[config.mk]
export PLATFORM = sky130hd
export DESIGN_NAME = bcca_alu
export DESIGN_NICKNAME = d
export VERILOG_FILES = /design/src/bcca_pkg.sv /design/src/bcca_daa.sv /design/src/bcca_alu.sv
export VERILOG_INCLUDE_DIRS = /design/src
export SDC_FILE = /design/constraint.sdc
export NUM_CORES = 1
export LEC_CHECK = 0
export BUFFER_PORTS_ARGS = -buffer_cell sky130_fd_sc_hd__buf_2
export CAP_MARGIN = 10
export CORE_ASPECT_RATIO = 0.9
export CORE_MARGIN = 1.5
export CORE_UTILIZATION = 35
export CTS_BUF_LIST = sky130_fd_sc_hd__clkbuf_2
export DETAILED_ROUTE_END_ITERATION = 8
export GPL_TIMING_DRIVEN = 0
export PLACE_DENSITY_LB_ADDON = 0.25
export SLEW_MARGIN = 20
export SYNTH_ARGS = -nofsm -noshare
export SYNTH_HDL_FRONTEND = slang
export SYNTH_HIERARCHICAL = 1
export SYNTH_SLANG_ARGS = --single-unit
[constraint.sdc]
create_clock -name CLK_I -period 2.6 [get_ports CLK_I]
set_input_delay 0.52 -clock CLK_I [delete_from_list [all_inputs] [get_ports CLK_I]]
set_output_delay 0.52 -clock CLK_I [all_outputs]
set_load 0.1 [all_outputs]
[src/bcca_map.svh]
// Purpose: Offsets, flag positions, reset values and constants for the bcca datapath
// Assumes: Included by its bare name; definitions only
// Notes: Register offsets are byte addresses on the plain register port
`ifndef BCCA_MAP_SVH
`define BCCA_MAP_SVH

// ----------------------------------------
// Register offsets
// ----------------------------------------
`define BCCA_REG_ACC 4'h0
`define BCCA_REG_STAT 4'h4
`define BCCA_REG_WDT 4'h8

// ----------------------------------------
// Status word bit positions
// ----------------------------------------
`define BCCA_FLG_C 0
`define BCCA_FLG_AC 1
`define BCCA_FLG_Z 2
`define BCCA_FLG_TO 3
`define BCCA_FLG_PDF 4

// ----------------------------------------
// Reset values and byte constants
// ----------------------------------------
`define BCCA_ACC_RST 8'h00
`define BCCA_FLAG_RST 1'b0
`define BCCA_BYTE_ZERO 8'h00
`define BCCA_BYTE_ONES 8'hFF
`define BCCA_BIT_ONE 8'h01
`define BCCA_WORD_ZERO 32'h0000_0000
`define BCCA_WDT_LIMIT 65535

// ----------------------------------------
// Decimal adjust constants
// ----------------------------------------
`define BCCA_NIB_MAX 4'h9
`define BCCA_NIB_SIX 4'h6
`define BCCA_ADJ_00 8'h00
`define BCCA_ADJ_06 8'h06
`define BCCA_ADJ_60 8'h60
`define BCCA_ADJ_66 8'h66

`endif

[src/bcca_pkg.sv]
// Purpose: Types shared by the bcca datapath
// Assumes: Operation codes arrive on a 3-bit port
// Notes: Code 0 is an idle slot that does nothing
package bcca_pkg;

  typedef enum logic [2:0] {
    no_op                = 3'h0,
    clear_memory_bit_op  = 3'h1,
    watchdog_clear_op    = 3'h2,
    complement_in_place_op = 3'h3,
    complement_to_acc_op = 3'h4,
    decimal_adjust_op    = 3'h5
  } bcca_op_t;

endpackage

[src/bcca_daa.sv]
// Purpose: Decimal adjust of the accumulator after a BCD addition
// Assumes: Purely combinational; the caller registers the results
// Notes: Correction is one of four constants added to the whole byte
`timescale 1ns/1ns
`default_nettype none
`include "bcca_map.svh"
module bcca_daa
  import bcca_pkg::*;
(
  // Operand and incoming flags
  input wire logic [7:0] acc_i,
  input wire logic aux_carry_i,
  input wire logic carry_i,
  // Corrected byte and outgoing carry
  output logic [7:0] sum_o,
  output logic carry_o
);

  logic lo_fix;
  logic hi_fix;
  logic [7:0] adj;

  assign lo_fix = (acc_i[3:0] > `BCCA_NIB_MAX) || aux_carry_i;
  // A low nibble above 9 on a 9 high nibble carries it past 9 as well
  assign hi_fix = (acc_i[7:4] > `BCCA_NIB_MAX) || carry_i
                  || ((acc_i[7:4] == `BCCA_NIB_MAX) && (acc_i[3:0] > `BCCA_NIB_MAX));

  always_comb begin
    case ({hi_fix, lo_fix})
      2'b01: adj = `BCCA_ADJ_06;
      2'b10: adj = `BCCA_ADJ_60;
      2'b11: adj = `BCCA_ADJ_66;
      default: adj = `BCCA_ADJ_00;
    endcase
  end

  assign sum_o = acc_i + adj;
  // Carry is sticky through the adjust so multi-byte sums chain
  assign carry_o = carry_i || hi_fix;

endmodule
`default_nettype wire

[src/bcca_alu.sv]
// Purpose: Execution datapath for bit clear, watchdog clear, complement and decimal adjust
// Assumes: Memory byte for the operation is presented with the operation strobe
// Notes: Results, memory write and flags appear one cycle after the strobe
//
// How it works
// - Bit clear zeroes the chosen memory bit, keeps others, touches no flag.
// - Watchdog clear resets the watchdog counter and clears timeout and power-down flags, unless a time-out or power-down event sets one in the same cycle.
// - In-place complement inverts the memory byte, writes it back, updates zero flag.
// - Complement to accumulator loads inverted byte, memory untouched, zero flag updated.
// - Decimal adjust adds 6 to low nibble if above 9 or auxiliary carry.
// - Decimal adjust adds 6 to high nibble if above 9, if carry is set, or if it is 9 with low nibble above 9.
// - Decimal adjust adds 00H, 06H, 60H or 66H to the accumulator.
// - Decimal adjust changes only carry, set when the decimal sum overflows.
// - Decimal adjust result goes to the memory byte, not the accumulator.
`timescale 1ns/1ns
`default_nettype none
`include "bcca_map.svh"
module bcca_alu
  import bcca_pkg::*;
#(
  parameter int WDT_LIMIT = `BCCA_WDT_LIMIT,
  parameter int WDT_W = 16,
  parameter int ADDR_W = 8
)
(
  // Clock and reset
  input wire logic CLK_I,
  input wire logic RST_B_I,
  // Operation issue from the decoder
  input wire logic OP_VALID_I,
  input wire logic [2:0] OP_CODE_I,
  input wire logic [2:0] OP_BIT_I,
  input wire logic [ADDR_W-1:0] OP_ADDR_I,
  input wire logic [7:0] MEM_RDATA_I,
  input wire logic PWRDN_I,
  // Data memory write port
  output logic MEM_WE_O,
  output logic [ADDR_W-1:0] MEM_ADDR_O,
  output logic [7:0] MEM_WDATA_O,
  output logic DONE_O,
  // Accumulator and flags
  output logic [7:0] ACC_O,
  output logic CARRY_O,
  output logic AUX_CARRY_O,
  output logic ZERO_O,
  output logic TIMEOUT_O,
  output logic POWER_DOWN_O,
  // Register port
  input wire logic [3:0] BUS_ADDR_I,
  input wire logic [31:0] BUS_WDATA_I,
  input wire logic BUS_WR_I,
  input wire logic BUS_RD_I,
  output logic [31:0] BUS_RDATA_O
);

  // ----------------------------------------
  // State
  // ----------------------------------------
  logic [7:0] acc_q, acc_d;
  logic c_q, c_d;
  logic ac_q, ac_d;
  logic z_q, z_d;
  logic to_q, to_d;
  logic pdf_q, pdf_d;
  logic [WDT_W-1:0] wdt_q, wdt_d;
  logic mem_we_q;
  logic [ADDR_W-1:0] mem_addr_q;
  logic [7:0] mem_wdata_q, mem_wdata_d;
  logic done_q;
  logic [31:0] rdata_q, rdata_d;

  // ----------------------------------------
  // Operation decode
  // ----------------------------------------
  bcca_op_t op;
  wire do_clrbit;
  wire do_wdtc;
  wire do_cplm;
  wire do_cpla;
  wire do_daa;
  wire do_any;
  wire mem_we_d;

  assign op = bcca_op_t'(OP_CODE_I);
  assign do_clrbit = OP_VALID_I && (op == clear_memory_bit_op);
  assign do_wdtc = OP_VALID_I && (op == watchdog_clear_op);
  assign do_cplm = OP_VALID_I && (op == complement_in_place_op);
  assign do_cpla = OP_VALID_I && (op == complement_to_acc_op);
  assign do_daa = OP_VALID_I && (op == decimal_adjust_op);
  assign do_any = do_clrbit || do_wdtc || do_cplm || do_cpla || do_daa;

  // ----------------------------------------
  // Datapath
  // ----------------------------------------
  wire [7:0] bit_mask;
  wire [7:0] clr_val;
  wire [7:0] cpl_val;
  wire cpl_zero;
  wire [7:0] daa_sum;
  wire daa_carry;

  assign bit_mask = `BCCA_BIT_ONE << OP_BIT_I;
  assign clr_val = MEM_RDATA_I & ~bit_mask;
  assign cpl_val = ~MEM_RDATA_I;
  assign cpl_zero = (cpl_val == `BCCA_BYTE_ZERO);

  bcca_daa u_daa (
    .acc_i(acc_q),
    .aux_carry_i(ac_q),
    .carry_i(c_q),
    .sum_o(daa_sum),
    .carry_o(daa_carry)
  );

  // Complement to accumulator never writes memory
  assign mem_we_d = do_clrbit || do_cplm || do_daa;
  assign mem_wdata_d = do_clrbit ? clr_val :
                       do_cplm ? cpl_val :
                       do_daa ? daa_sum : `BCCA_BYTE_ZERO;

  // ----------------------------------------
  // Register port decode
  // ----------------------------------------
  // Software writes are dropped in an operation cycle so the two never race
  wire wr_ok;
  wire wr_acc;
  wire wr_stat;
  wire hit_acc;
  wire hit_stat;
  wire hit_wdt;
  logic [31:0] stat_word;
  logic [31:0] rd_mux;

  assign hit_acc = (BUS_ADDR_I == `BCCA_REG_ACC);
  assign hit_stat = (BUS_ADDR_I == `BCCA_REG_STAT);
  assign hit_wdt = (BUS_ADDR_I == `BCCA_REG_WDT);
  assign wr_ok = BUS_WR_I && !OP_VALID_I;
  assign wr_acc = wr_ok && hit_acc;
  assign wr_stat = wr_ok && hit_stat;

  always_comb begin
    stat_word = `BCCA_WORD_ZERO;
    stat_word[`BCCA_FLG_C] = c_q;
    stat_word[`BCCA_FLG_AC] = ac_q;
    stat_word[`BCCA_FLG_Z] = z_q;
    stat_word[`BCCA_FLG_TO] = to_q;
    stat_word[`BCCA_FLG_PDF] = pdf_q;
  end

  always_comb begin
    rd_mux = `BCCA_WORD_ZERO;
    if (hit_acc) begin
      rd_mux[7:0] = acc_q;
    end else if (hit_stat) begin
      rd_mux = stat_word;
    end else if (hit_wdt) begin
      rd_mux[WDT_W-1:0] = wdt_q;
    end
  end

  assign rdata_d = BUS_RD_I ? rd_mux : `BCCA_WORD_ZERO;

  // ----------------------------------------
  // Accumulator and flag next values
  // ----------------------------------------
  wire wdt_wrap;

  assign wdt_wrap = (wdt_q == WDT_W'(WDT_LIMIT));
  assign acc_d = do_cpla ? cpl_val : wr_acc ? BUS_WDATA_I[7:0] : acc_q;
  assign c_d = do_daa ? daa_carry : wr_stat ? BUS_WDATA_I[`BCCA_FLG_C] : c_q;
  assign ac_d = wr_stat ? BUS_WDATA_I[`BCCA_FLG_AC] : ac_q;
  assign z_d = (do_cplm || do_cpla) ? cpl_zero : wr_stat ? BUS_WDATA_I[`BCCA_FLG_Z] : z_q;
  // A time-out or power-down event in the clearing cycle is kept: set wins
  assign to_d = wdt_wrap ? 1'b1 : do_wdtc ? `BCCA_FLAG_RST : to_q;
  assign pdf_d = PWRDN_I ? 1'b1 : do_wdtc ? `BCCA_FLAG_RST : pdf_q;
  assign wdt_d = (do_wdtc || wdt_wrap) ? '0 : wdt_q + WDT_W'(1);

  // ----------------------------------------
  // Flip-flops
  // ----------------------------------------
  always_ff @(posedge CLK_I or negedge RST_B_I) begin
    if (!RST_B_I) begin
      acc_q <= `BCCA_ACC_RST;
      c_q <= `BCCA_FLAG_RST;
      ac_q <= `BCCA_FLAG_RST;
      z_q <= `BCCA_FLAG_RST;
      to_q <= `BCCA_FLAG_RST;
      pdf_q <= `BCCA_FLAG_RST;
      wdt_q <= '0;
    end else begin
      acc_q <= acc_d;
      c_q <= c_d;
      ac_q <= ac_d;
      z_q <= z_d;
      to_q <= to_d;
      pdf_q <= pdf_d;
      wdt_q <= wdt_d;
    end
  end

  always_ff @(posedge CLK_I or negedge RST_B_I) begin
    if (!RST_B_I) begin
      mem_we_q <= 1'b0;
      mem_addr_q <= '0;
      mem_wdata_q <= `BCCA_BYTE_ZERO;
      done_q <= 1'b0;
      rdata_q <= `BCCA_WORD_ZERO;
    end else begin
      mem_we_q <= mem_we_d;
      mem_addr_q <= OP_ADDR_I;
      mem_wdata_q <= mem_wdata_d;
      done_q <= do_any;
      rdata_q <= rdata_d;
    end
  end

  assign MEM_WE_O = mem_we_q;
  assign MEM_ADDR_O = mem_addr_q;
  assign MEM_WDATA_O = mem_wdata_q;
  assign DONE_O = done_q;
  assign ACC_O = acc_q;
  assign CARRY_O = c_q;
  assign AUX_CARRY_O = ac_q;
  assign ZERO_O = z_q;
  assign TIMEOUT_O = to_q;
  assign POWER_DOWN_O = pdf_q;
  assign BUS_RDATA_O = rdata_q;

  wire [3:0] lo_exp;
  wire [7:0] adj_seen;
  logic [7:0] acc_prev_q;

  // Issue-time accumulator kept in a flop, so the constant check needs no sampled-value call
  always_ff @(posedge CLK_I or negedge RST_B_I) begin
    if (!RST_B_I) begin
      acc_prev_q <= `BCCA_ACC_RST;
    end else begin
      acc_prev_q <= acc_q;
    end
  end

  assign lo_exp = ((acc_q[3:0] > `BCCA_NIB_MAX) || ac_q) ? acc_q[3:0] + `BCCA_NIB_SIX : acc_q[3:0];
  assign adj_seen = MEM_WDATA_O - acc_prev_q;
endmodule
`default_nettype wire

# After elaboration in Yosys (flattened, before gate mapping)
# Index checks and enable logic that the tools add are counted.
dict set report classes {
  n_addsub 2
  order_cmp 2
  n_eq_ne 12
  shift 1
  muxes 19
  n_bitwise 3
  n_reduce_logical 29
}
# operator n
set op_table {}
lappend op_table {{$mux 8} 7}
lappend op_table {{$mux 16} 3}
lappend op_table {{$mux 32} 1}
lappend op_table {{$pmux 7 s3} 1}
lappend op_table {{$add 16x1->16 const B} 1}
lappend op_table {{$eq 16x16->1 const B} 1}
lappend op_table {{$not 8->8} 2}
lappend op_table {{$logic_or 1x1->1} 12}
lappend op_table {{$reduce_bool 2->1} 5}
lappend op_table {{$logic_and 1x1->1} 9}
lappend op_table {{$add 8x7->8} 1}
lappend op_table {{$and 8x8->8} 1}
lappend op_table {{$eq 4x4->1 const B} 2}
lappend op_table {{$gt 4x4->1 const B} 2}
lappend op_table {{$logic_not 8->1} 1}
lappend op_table {{$shl 1x3->8 const A} 1}
lappend op_table {{$mux 1} 7}
lappend op_table {{$eq 3x2->1 const B} 2}
lappend op_table {{$eq 3x3->1 const B} 2}
lappend op_table {{$eq 2x2->1 const B} 2}
lappend op_table {{$eq 4x3->1 const B} 1}
lappend op_table {{$logic_not 4->1} 1}
lappend op_table {{$eq 3x1->1 const B} 1}
lappend op_table {{$eq 2x1->1 const B} 1}
lappend op_table {{$logic_not 1->1} 1}
dict set report totals {
  ff_bits 79
  input_bits 64
  output_inout_bits 63
  wordCells 80
}

# Depth between registers and ports, before layout
# Gate-level depths: netlist of run 1.
dict set report depth {
  depth_word 9
  mapped_depth 10
  ltp_nobuf 9
}

# Hierarchy
# The synthesis of run 1 kept the hierarchy.
# mod n_inst cells_per_inst area_per_inst_um2 seq_area_each_um2
set by_module_without_submodules {}
lappend by_module_without_submodules {bcca_alu 1 282 2932.8 1576.5}
lappend by_module_without_submodules {bcca_daa 1 25 217.7 0.0}

# Worst setup path before layout of run 1
# Ideal clock, no wire load.
dict set report synth_path {
  path_kind {reg-to-reg}
  from {reg acc_q[3] (netlist: ACC_O[3])}
  to {reg mem_wdata_q[7] (netlist: MEM_WDATA_O[7])}
  setup_time_ps 135
  arrival_ps 2606
  required_time_ps 2465
  slack_ps -141
  stages_incl_launch_ff 11
  path_buffers 1
  synth_period_minus_slack_ps 2741
  cell_sequence {dfrtp_1 > buf_6 > o21ai_0 > nand2b_1 > ha_1 > fa_1 > a41o_1 > a21oi_2 > xnor2_1 > a22oi_1 > o22ai_1}
}
dict set report synth_via {
  elab_chain_len 9
  elab_cells_between_ends 12
  classes_between {add/sub (1); order compare (1); eq/ne (3); mux (4); reduce/logical (3)}
}
# item line_no
set synth_rtl {}
lappend synth_rtl {{start: declaration} bcca_alu.sv:59} ;# logic [7:0] acc_q, acc_d;
lappend synth_rtl {{start signal: assignment} bcca_alu.sv:183} ;# acc_q <= `BCCA_ACC_RST;
lappend synth_rtl {{$gt 4x4->1 (no line)} -}
lappend synth_rtl {{$logic_and 1x1->1} bcca_daa.sv:26} ;# || ((acc_i[7:4] == `BCCA_NIB_MAX) && (acc_i[3:0] > `BCCA_NIB_MAX));
lappend synth_rtl {{$logic_or 1x1->1} bcca_daa.sv:25} ;# assign hi_fix = (acc_i[7:4] > `BCCA_NIB_MAX) || carry_i
lappend synth_rtl {{$eq 2x2->1 or $eq 2x1->1 (tied branches)} bcca_daa.sv:29} ;# case ({hi_fix, lo_fix})
lappend synth_rtl {{$pmux 7 s3} bcca_daa.sv:29}
lappend synth_rtl {{$add 8x7->8 *} bcca_daa.sv:37} ;# assign sum_o = acc_i + adj;
lappend synth_rtl {{net daa_sum[7]} bcca_alu.sv:99} ;# wire [7:0] daa_sum;
lappend synth_rtl {{$mux 8 (no line) * (3 in series)} -}
lappend synth_rtl {{net mem_wdata_d[7]} bcca_alu.sv:68} ;# logic [7:0] mem_wdata_q, mem_wdata_d;
lappend synth_rtl {{end signal: assignment} bcca_alu.sv:205} ;# mem_wdata_q <= `BCCA_BYTE_ZERO;
lappend synth_rtl {{end signal: assignment} bcca_alu.sv:211} ;# mem_wdata_q <= mem_wdata_d;
lappend synth_rtl {{end: declaration} bcca_alu.sv:68}
# Mark *: on every way through the listed nets, which the timed path passes. The rest lies on a longest branch.
# A chain may end at the register's enable or synchronous reset.

# Worst setup path after layout of run 1
# Ends and elaborated chain as after synthesis.

==> results.cfg, run 1 <==
[placed_design]
pre_cts_slack_ns = 0.245
dp_cells = 526
place_congestion = 0.835
dp_hpwl_um = 5740
portBuffers = 84

[timing]
period_minus_slack_ns = 2.40
hold_violations = 0
holdWs_ns = 0.0920
clock.fmax_mhz = 416
fin_setup_tns_ns = 0
setup_slack_ns = 0.199
clock_skew_ns = 0.0341
rsz0062_at_grt = no
slew_violations = 0
fin_crit_sh_pct = 92.4
setup_viol = 0

[critical_path]
cp_max_fo = 7
cpPeakStageDelay_ns = 0.47
reg2regPathDepth = 10
arrival_ns = 2.82
crit_type = reg -> reg
worst_setup_path_end_kind = flop
cp-start-kind = flop
cp.depth = 10
critPathRequiredTime_ns = 3.02
critical-path-top-delay-family = compound AO/OA/AOI/OAI gates
path_buf_inv = 1
cp_cell_sequence = buf_6 -> o21ai_0 -> nand2b_1 -> ha_1 -> fa_1 -> a41o_1 -> a21oi_2 -> xnor2_1 -> a22oi_1 -> o22ai_1
slowest_stage = dfrtp_2

[drt]
vias = 2651
drt_wl_total_um = 7830
drtAntennaViolNets = 0
avgRoutedWirePerCell_um = 14.4
avgViaCountPerCell = 4.88
drt_pass1_iterations = 4
drt_iter0_drc = 101
drc_errors = 0

[power]
leakage_uw = 0.00198
power_density_mw_per_mm2 = 789
peakVddDrop_mv = 0.412
p_total_uw = 3110

[grt]
grt_use_total_pct = 17.3
antenna_found_initial = 0
grt_max_degree = 51
grt_pass1_wl_um = 12600
grt_overflow = 0
grt_pass1_vias = 2452

[synthesis]
synth_top_flop_cell = dfrtp_1
synth_edf_count = 0
ys_types = 51
yosysTopAreaCell = dfrtp_1
ys_top_cells_by_area = dfrtp_1, buf_4, xnor2_1
synth_top_area_share_pct = 50.0
yosysWarnings = 6
syn_area_mm2 = 0.00315
synth-seq-cells = 63
syn_inst = 307
synth_area_per_cell_um2 = 10.3
synth_seq_area_share_pct = 50.0
ys_async_sr_fraction_pct = 100

[cts]
cts.sinks = 63
post-cts-setup-buffers = 0
clk_pin_slew_ns = 0.21
cts_resized = 0
htree_levels = 3
cts_tree = done
ctsLongestPathBuffers = 2
worstSkewPairLatency_ns = 0.52
clockRootBuffer = clkbuf_2
numCtsBuffers = 9

[layout]
layout.cells.non_filler = 543
antenna_cells = 0
area_delta_synth_final_pct = 25.0
nets = 489
drive_above_1_share_pct = 33.5

[status]
outcome = completed

[floorplan]
die_x_um = 103
core.rowCount = 32
die_y_um = 93.0
ios = 127
initial_core_util_pct = 36.4
dieArea_mm2 = 0.00958
core_mm2 = 0.00865

[min_path]
hold_class = in -> reg
holdPathStages = 1

[flow_run]
drv_cap = 0
area by class of cell:
cell class | count | area [µm²]
repair buffers | 86 | 460
inverters | 10 | 37.5
clock inverters | 7 | 73.8
multi-input cells | 219 | 1380
clock buffers | 9 | 45.0
fillers | 884 | 4710
well taps | 119 | 149
plain buffers | 30 | 211
flip-flops and latches | 63 | 1580
per-layer routing:
layer  global-route usage, %  vias up  routed length, µm
li1                        -     1278                  -
met1                    24.5     1251               3670
met2                    25.3      114               3520
met3                    5.61        8                572
met4                    4.73        0                 65
met5                       0        -                  0
where the power goes:
group          switching, µW  leakage, µW  internal, µW
Clock                    398    0.0000718           223
Sequential               139     0.000809          1090
Combinational            915      0.00110           345
Total                   1450      0.00198          1660
sequential cells by signal, summed over array words and instances, names as in the netlist:
signal        cells
TIMEOUT_O         1
ACC_O             8
DONE_O            1
wdt_q            16
MEM_WE_O          1
ZERO_O            1
POWER_DOWN_O      1
MEM_WDATA_O       8
AUX_CARRY_O       1
MEM_ADDR_O        8
CARRY_O           1
BUS_RDATA_O      16
placed cells by master, fill, tap and decap left out, types with 6 or more instances in the layout:
master	n
clkbuf_1	6
and3_1	9
buf_2	86
buf_4	20
a21oi_1	11
nor2_1	27
a22oi_1	9
inv_1	10
o21ai_0	7
dfrtp_1	60
nand3_1	9
nand4_1	6
xnor2_1	16
conb_1	16
clkbuf_2	9
o22ai_1	13
nand2_1	24
nor2b_1	12
repair_timing:
| item | in CTS | in global routing |
|---|---|---|
| endpoints found under the setup margin | 0 | 0 |
| hold buffers | 1 | 0 |
| hold endpoints to repair | 13 | 0 |
kinds of logic after synthesis:
kind of cell | share of synthesized area, %
mux | 1.31
buf+inv | 7.90
flops | 50.0
xor+xnor | 5.28
simple gates | 20.1
fa+ha+maj | 2.62
other cells | 0.119
compound gates | 12.6
metrics by stage:
stage	area [µm²]	utilization (%)
2_1_floorplan	3210	-
3_3_place_gp	3780	43.7
3_5_place_dp	3810	44.1
4_1_cts	3940	45.5
5_1_grt	3940	45.5
6_report	3940	45.5
synthesized netlist by cell type, drive strengths merged, types with 3 or more instances:
| library cell | n |
|---|---|
| nor3 | 5 |
| nand4 | 7 |
| o21ai | 7 |
| o22ai | 13 |
| dfrtp | 63 |
| o221a | 4 |
| and3 | 9 |
| a21oi | 12 |
| nor2b | 12 |
| ha | 5 |
| mux2i | 3 |
| inv | 10 |
| nor2 | 31 |
| xnor2 | 16 |
| nand2 | 24 |
| nand3 | 9 |
| a21o | 5 |
| nor4 | 6 |
| xor2 | 3 |
| clkbuf | 6 |
| a22oi | 9 |
| buf | 24 |
worst register-to-register path, cell delays in order, from the launching register on:
cell and delay (ns):
dfrtp_2 0.47, buf_6 0.14, o21ai_0 0.07, nand2b_1 0.16
ha_1 0.24, fa_1 0.44, a41o_1 0.28, a21oi_2 0.14
xnor2_1 0.08, a22oi_1 0.20, o22ai_1 0.10
final timing paths:
path	startpoint	end	slack, ns
worst max-delay path	ACC_O[3]$_DFFE_PN0P_	MEM_WDATA_O[7]$_DFF_PN0_	0.20
worst min-delay path	OP_ADDR_I[3]	MEM_ADDR_O[3]$_DFF_PN0_	0.09
worst max register to register	ACC_O[3]$_DFFE_PN0P_	MEM_WDATA_O[7]$_DFF_PN0_	0.20
worst min register to register	wdt_q[0]$_DFF_PN0_	wdt_q[0]$_DFF_PN0_	0.55
max in group asynchronous	RST_B_I	ACC_O[3]$_DFFE_PN0P_	1.69
min in group asynchronous	RST_B_I	ACC_O[5]$_DFFE_PN0P_	0.36
No activity file was read; power rests on OpenSTA's default activity.
==> run 2, diff against run 1 <==
CELL_PAD_IN_SITES_DETAIL_PLACEMENT = 0   (was default)
CELL_PAD_IN_SITES_GLOBAL_PLACEMENT = 1   (was default)
==> run 2 against run 1 <==
Net effect:
- hold slack better by 0.028 ns
- largest cell class unchanged
- clock-buffer cell count unchanged
- clock power decreased by 4.3%
- first-iteration DRC count increased by 36%
- highest routed layer unchanged
==> results.cfg, run 2 (synthesis results as in run 1) <==
[status]
outcome = completed

[grt]
grt_pass1_wl_um = 12600
grt_use_total_pct = 17.3
grt_overflow = 0
antenna_found_initial = 0
grt_pass1_vias = 2453
grt_max_degree = 45

[timing]
setup_slack_ns = 0.188
clock.fmax_mhz = 415
period_minus_slack_ns = 2.41
rsz0062_at_grt = no
hold_violations = 0
holdWs_ns = 0.120
fin_crit_sh_pct = 92.8
setup_viol = 0
clock_skew_ns = 0.0479
slew_violations = 0
fin_setup_tns_ns = 0

[drt]
drt_wl_total_um = 8080
avgRoutedWirePerCell_um = 14.8
drt_iter0_drc = 137
drc_errors = 0
vias = 2662
drtAntennaViolNets = 0
drt_pass1_iterations = 4
avgViaCountPerCell = 4.88

[layout]
nFillCells = 863
regArea_mm2 = 0.00158
area_delta_synth_final_pct = 25.2
drive_above_1_share_pct = 33.7
antenna_cells = 0
nets = 492
multi_input_area_mm2 = 0.00138
mostFrequentLayoutCell = buf_2
final_util_pct = 45.6
layout.cells.non_filler = 546
layout_common_cells = buf_2, dfrtp_1, nor2_1

[cts]
clockRootBuffer = clkbuf_2
ctsLongestPathBuffers = 2
cts.sinks = 63
numCtsBuffers = 9
htree_levels = 3
worstSkewPairLatency_ns = 0.51
cts_tree = done
cts_resized = 0
clk_pin_slew_ns = 0.19

[placed_design]
dp_hpwl_um = 5980
place_congestion = 0.824
portBuffers = 84
pre_cts_slack_ns = 0.226
dp_cells = 526

[critical_path]
arrival_ns = 2.79
cp_cell_sequence = buf_6 -> o21ai_0 -> nand2b_1 -> ha_1 -> fa_1 -> a41o_1 -> a21oi_2 -> xnor2_1 -> a22oi_1 -> o22ai_1
slowest_stage = dfrtp_2
worst_setup_path_end_kind = flop
critPathRequiredTime_ns = 2.98
cp-start-kind = flop
crit_type = reg -> reg
cp_max_fo = 7
cpPeakStageDelay_ns = 0.48

[floorplan]
initial_core_util_pct = 36.4
core_mm2 = 0.00865
die_x_um = 103
ios = 127
core.rowCount = 32
dieArea_mm2 = 0.00958
die_y_um = 93.0

[flow_run]
drv_cap = 0

[power]
peakVddDrop_mv = 0.434
leakage_uw = 0.00198
power_density_mw_per_mm2 = 783

[min_path]
hold_class = in -> reg
-- run 2: changes by cell type in the layout (fill, tap and decap cells not counted) --
cell / change
clkinv_4: -3
buf_12: +1
buf_4: +3
clkinv_1: +1
clkinv_2: +1
buf_16: -1
clkinvlp_4: +1
-- run 2: worst paths after layout --
check                                     start                       end  slack, ns  depth (start not counted)
min                                OP_ADDR_I[6]   MEM_ADDR_O[6]$_DFF_PN0_       0.12                          1
min reg2reg                  wdt_q[0]$_DFF_PN0_        wdt_q[0]$_DFF_PN0_       0.55                          1
max                        ACC_O[3]$_DFFE_PN0P_  MEM_WDATA_O[7]$_DFF_PN0_       0.19                         10
min in group asynchronous               RST_B_I        ZERO_O$_DFFE_PN0P_       0.40                          2
max reg2reg                ACC_O[3]$_DFFE_PN0P_  MEM_WDATA_O[7]$_DFF_PN0_       0.19                         10
max in group asynchronous               RST_B_I        wdt_q[8]$_DFF_PN0_       1.64                          3
-- run 2: worst max-delay path, delay by kind of cell, from the launching register on --
| family | cells | cell delay [ns] |
|---|---|---|
| flops | 1 | 0.48 |
| xor+xnor | 1 | 0.08 |
| buf+inv | 1 | 0.14 |
| simple gates | 1 | 0.13 |
| compound gates | 5 | 0.80 |
| fa+ha+maj | 2 | 0.67 |
-- run 2: cell type report --
class	count	area share, %
sequential	63	40.1
multi-input combinational	219	35.0
timing repair buffer	89	12.1
buffer	30	5.36
tap	119	3.78
clock inverter	7	1.62
clock buffer	9	1.14
inverter	10	0.952
-- run 2: stage by stage --
step	total power [µW]	area, µm²
after global routing	3270	3940
final	3090	3940
after detailed placement	2500	3800
after floorplan	2220	3210
after global placement	2480	3780
after CTS	3100	3920
-- run 2: power by group --
group	internal (µW)	leakage, µW	switching, µW
sequential	1090	0.000809	131
clock	213	0.0000651	380
combinational	358	0.00111	918
total	1660	0.00198	1430
-- run 2: metal layers --
metal  up-vias  global-route usage [%]  routed length, µm
met3        11                    2.77                467
met4         0                    6.42                119
met1      1273                    25.9               4070
met2       103                    24.9               3430
met5         -                       0                  0
li1       1275                       -                  -
-- run 2: timing repair --
item	4_1_cts	5_1_grt
endpoints found under the setup margin	0	1
hold buffers	1	0
hold endpoints to repair	19	0
setup buffers	0	3
==> run 3, diff against run 2 <==
PLACE_DENSITY = 0.87   (was default)
PLACE_DENSITY_LB_ADDON = default   (was 0.25)
==> run 3 against run 2 <==
Net effect:
- global-route usage fell by 0.99 points
- worst setup slack improved by 0.044 ns
- via count fell by 3.2%
- critical endpoint unchanged
- maximum frequency rose by 1.9%
- first-iteration DRC count rose by 8.8%
- largest power group unchanged
- core utilization fell by 0.43 points
- largest cell class unchanged
- wire length fell by 6.7%
==> results.cfg, run 3 (synthesis results as in run 1) <==
[power]
leakage_uw = 0.00197
peakVddDrop_mv = 0.280
p_total_uw = 3120
power_density_mw_per_mm2 = 800

[grt]
grt_pass1_wl_um = 11900
grt_pass1_vias = 2396
antenna_found_initial = 0
grt_overflow = 0
grt_max_degree = 64
grt_use_total_pct = 16.3

[critical_path]
arrival_ns = 2.74
cp-start-kind = flop
critPathRequiredTime_ns = 2.97
crit_type = reg -> reg
r2r_end = MEM_WDATA_O[7]$_DFF_PN0_
cp_max_fo = 7
r2r_slack_ns = 0.23
worst_setup_path_end_kind = flop
reg2regPathDepth = 10
worstReg2RegStart = ACC_O[3]$_DFFE_PN0P_
slowest_stage = dfrtp_2
cp_cell_sequence = buf_6 -> o21ai_0 -> nand2b_1 -> ha_1 -> fa_1 -> a41o_1 -> a21oi_2 -> xnor2_1 -> a22oi_1 -> o22ai_1
cpPeakStageDelay_ns = 0.47

[layout]
antenna_cells = 0
area_delta_synth_final_pct = 24.0
layout.cells.non_filler = 540
mostFrequentLayoutCell = buf_2
nets = 487
drive_above_1_share_pct = 33.0
layout_common_cells = buf_2, dfrtp_1, nor2_1

[drt]
vias = 2577
drt_pass1_iterations = 4
drc_errors = 0
avgRoutedWirePerCell_um = 14.0
avgViaCountPerCell = 4.77
drt_wl_total_um = 7540
drtAntennaViolNets = 0
drt_iter0_drc = 149

[timing]
slew_violations = 0
hold_violations = 0
clock.fmax_mhz = 422
holdWs_ns = 0.108
rsz0062_at_grt = no
clock_skew_ns = 0.0192
tightestPinTransition_ns = 0.780
fin_crit_sh_pct = 91.1
period_minus_slack_ns = 2.37
setup_viol = 0
fin_setup_tns_ns = 0
relSlewSlack_pct = 48.0

[cts]
cts.sinks = 63
ctsHoldBuffers = 0
clockRootBuffer = clkbuf_2
cts_tree = done
ctsLongestPathBuffers = 2
clk_pin_slew_ns = 0.17
cts_resized = 0
post-cts-setup-buffers = 0
htree_levels = 3
worstSkewPairLatency_ns = 0.48
numCtsBuffers = 9

[status]
outcome = completed

[floorplan]
core.rowCount = 32
core_mm2 = 0.00865
ios = 127
die_y_um = 93.0
initial_core_util_pct = 36.4
dieArea_mm2 = 0.00958
die_x_um = 103

[flow_run]
drv_cap = 0

[min_path]
hold_class = in -> async

[placed_design]
dp_cells = 525
place_congestion = 0.867
dp_hpwl_um = 5750
portBuffers = 84
-- run 3: routing by layer --
layer  up-vias  share of wire (%)  global-route usage, %
li1       1271                  -                      -
met1      1197                 47                   23.6
met2       100                 44                   23.0
met3         9                7.2                   3.89
met4         0                1.5                   6.98
met5         -                  0                      0
-- run 3: area by class of cell --
cell class	instances	area [µm²]
fillers	862	4740
flip-flops and latches	63	1580
multi-input cells	219	1380
repair buffers	84	423
plain buffers	30	211
well taps	119	149
clock inverters	5	73.8
clock buffers	10	50.0
inverters	10	37.5
-- run 3: worst max path at each step --
stage / from / slack, ns / endpoint
floorplan: AUX_CARRY_O$_DFFE_PN0P_ / 0.01 / MEM_WDATA_O[7]$_DFF_PN0_
global placement: ACC_O[3]$_DFFE_PN0P_ / 0.28 / MEM_WDATA_O[7]$_DFF_PN0_
detailed placement: ACC_O[3]$_DFFE_PN0P_ / 0.24 / MEM_WDATA_O[7]$_DFF_PN0_
CTS: ACC_O[3]$_DFFE_PN0P_ / 0.22 / MEM_WDATA_O[7]$_DFF_PN0_
global route: ACC_O[2]$_DFFE_PN0P_ / 0.05 / MEM_WDATA_O[7]$_DFF_PN0_
finish: ACC_O[3]$_DFFE_PN0P_ / 0.23 / MEM_WDATA_O[7]$_DFF_PN0_
-- run 3: report_power, final --
| group | total, µW | switching (µW) | internal [µW] |
|---|---|---|---|
| clock | 653 | 341 | 312 |
| combinational | 1260 | 913 | 342 |
| sequential | 1220 | 129 | 1090 |
-- run 3: worst max-delay path, delay by kind of cell, from the launching register on --
family                     cells  cell delay (ns)
xor gates and xnor gates       1             0.08
buffers and inverters          1             0.14
adders and majority gates      2             0.67
DFF                            1             0.47
and+or+nand+nor                1             0.14
AOI/OAI and AO/OA              5             0.78
-- run 3: stage by stage --
step	util, %	cell area (µm²)	setup WS [ns]
global route	45.2	3910	0.0453
detailed placement	43.7	3780	0.245
global placement	43.7	3780	0.283
finish	45.2	3910	0.232
floorplan	-	3210	0.0133
CTS	45.2	3910	0.223
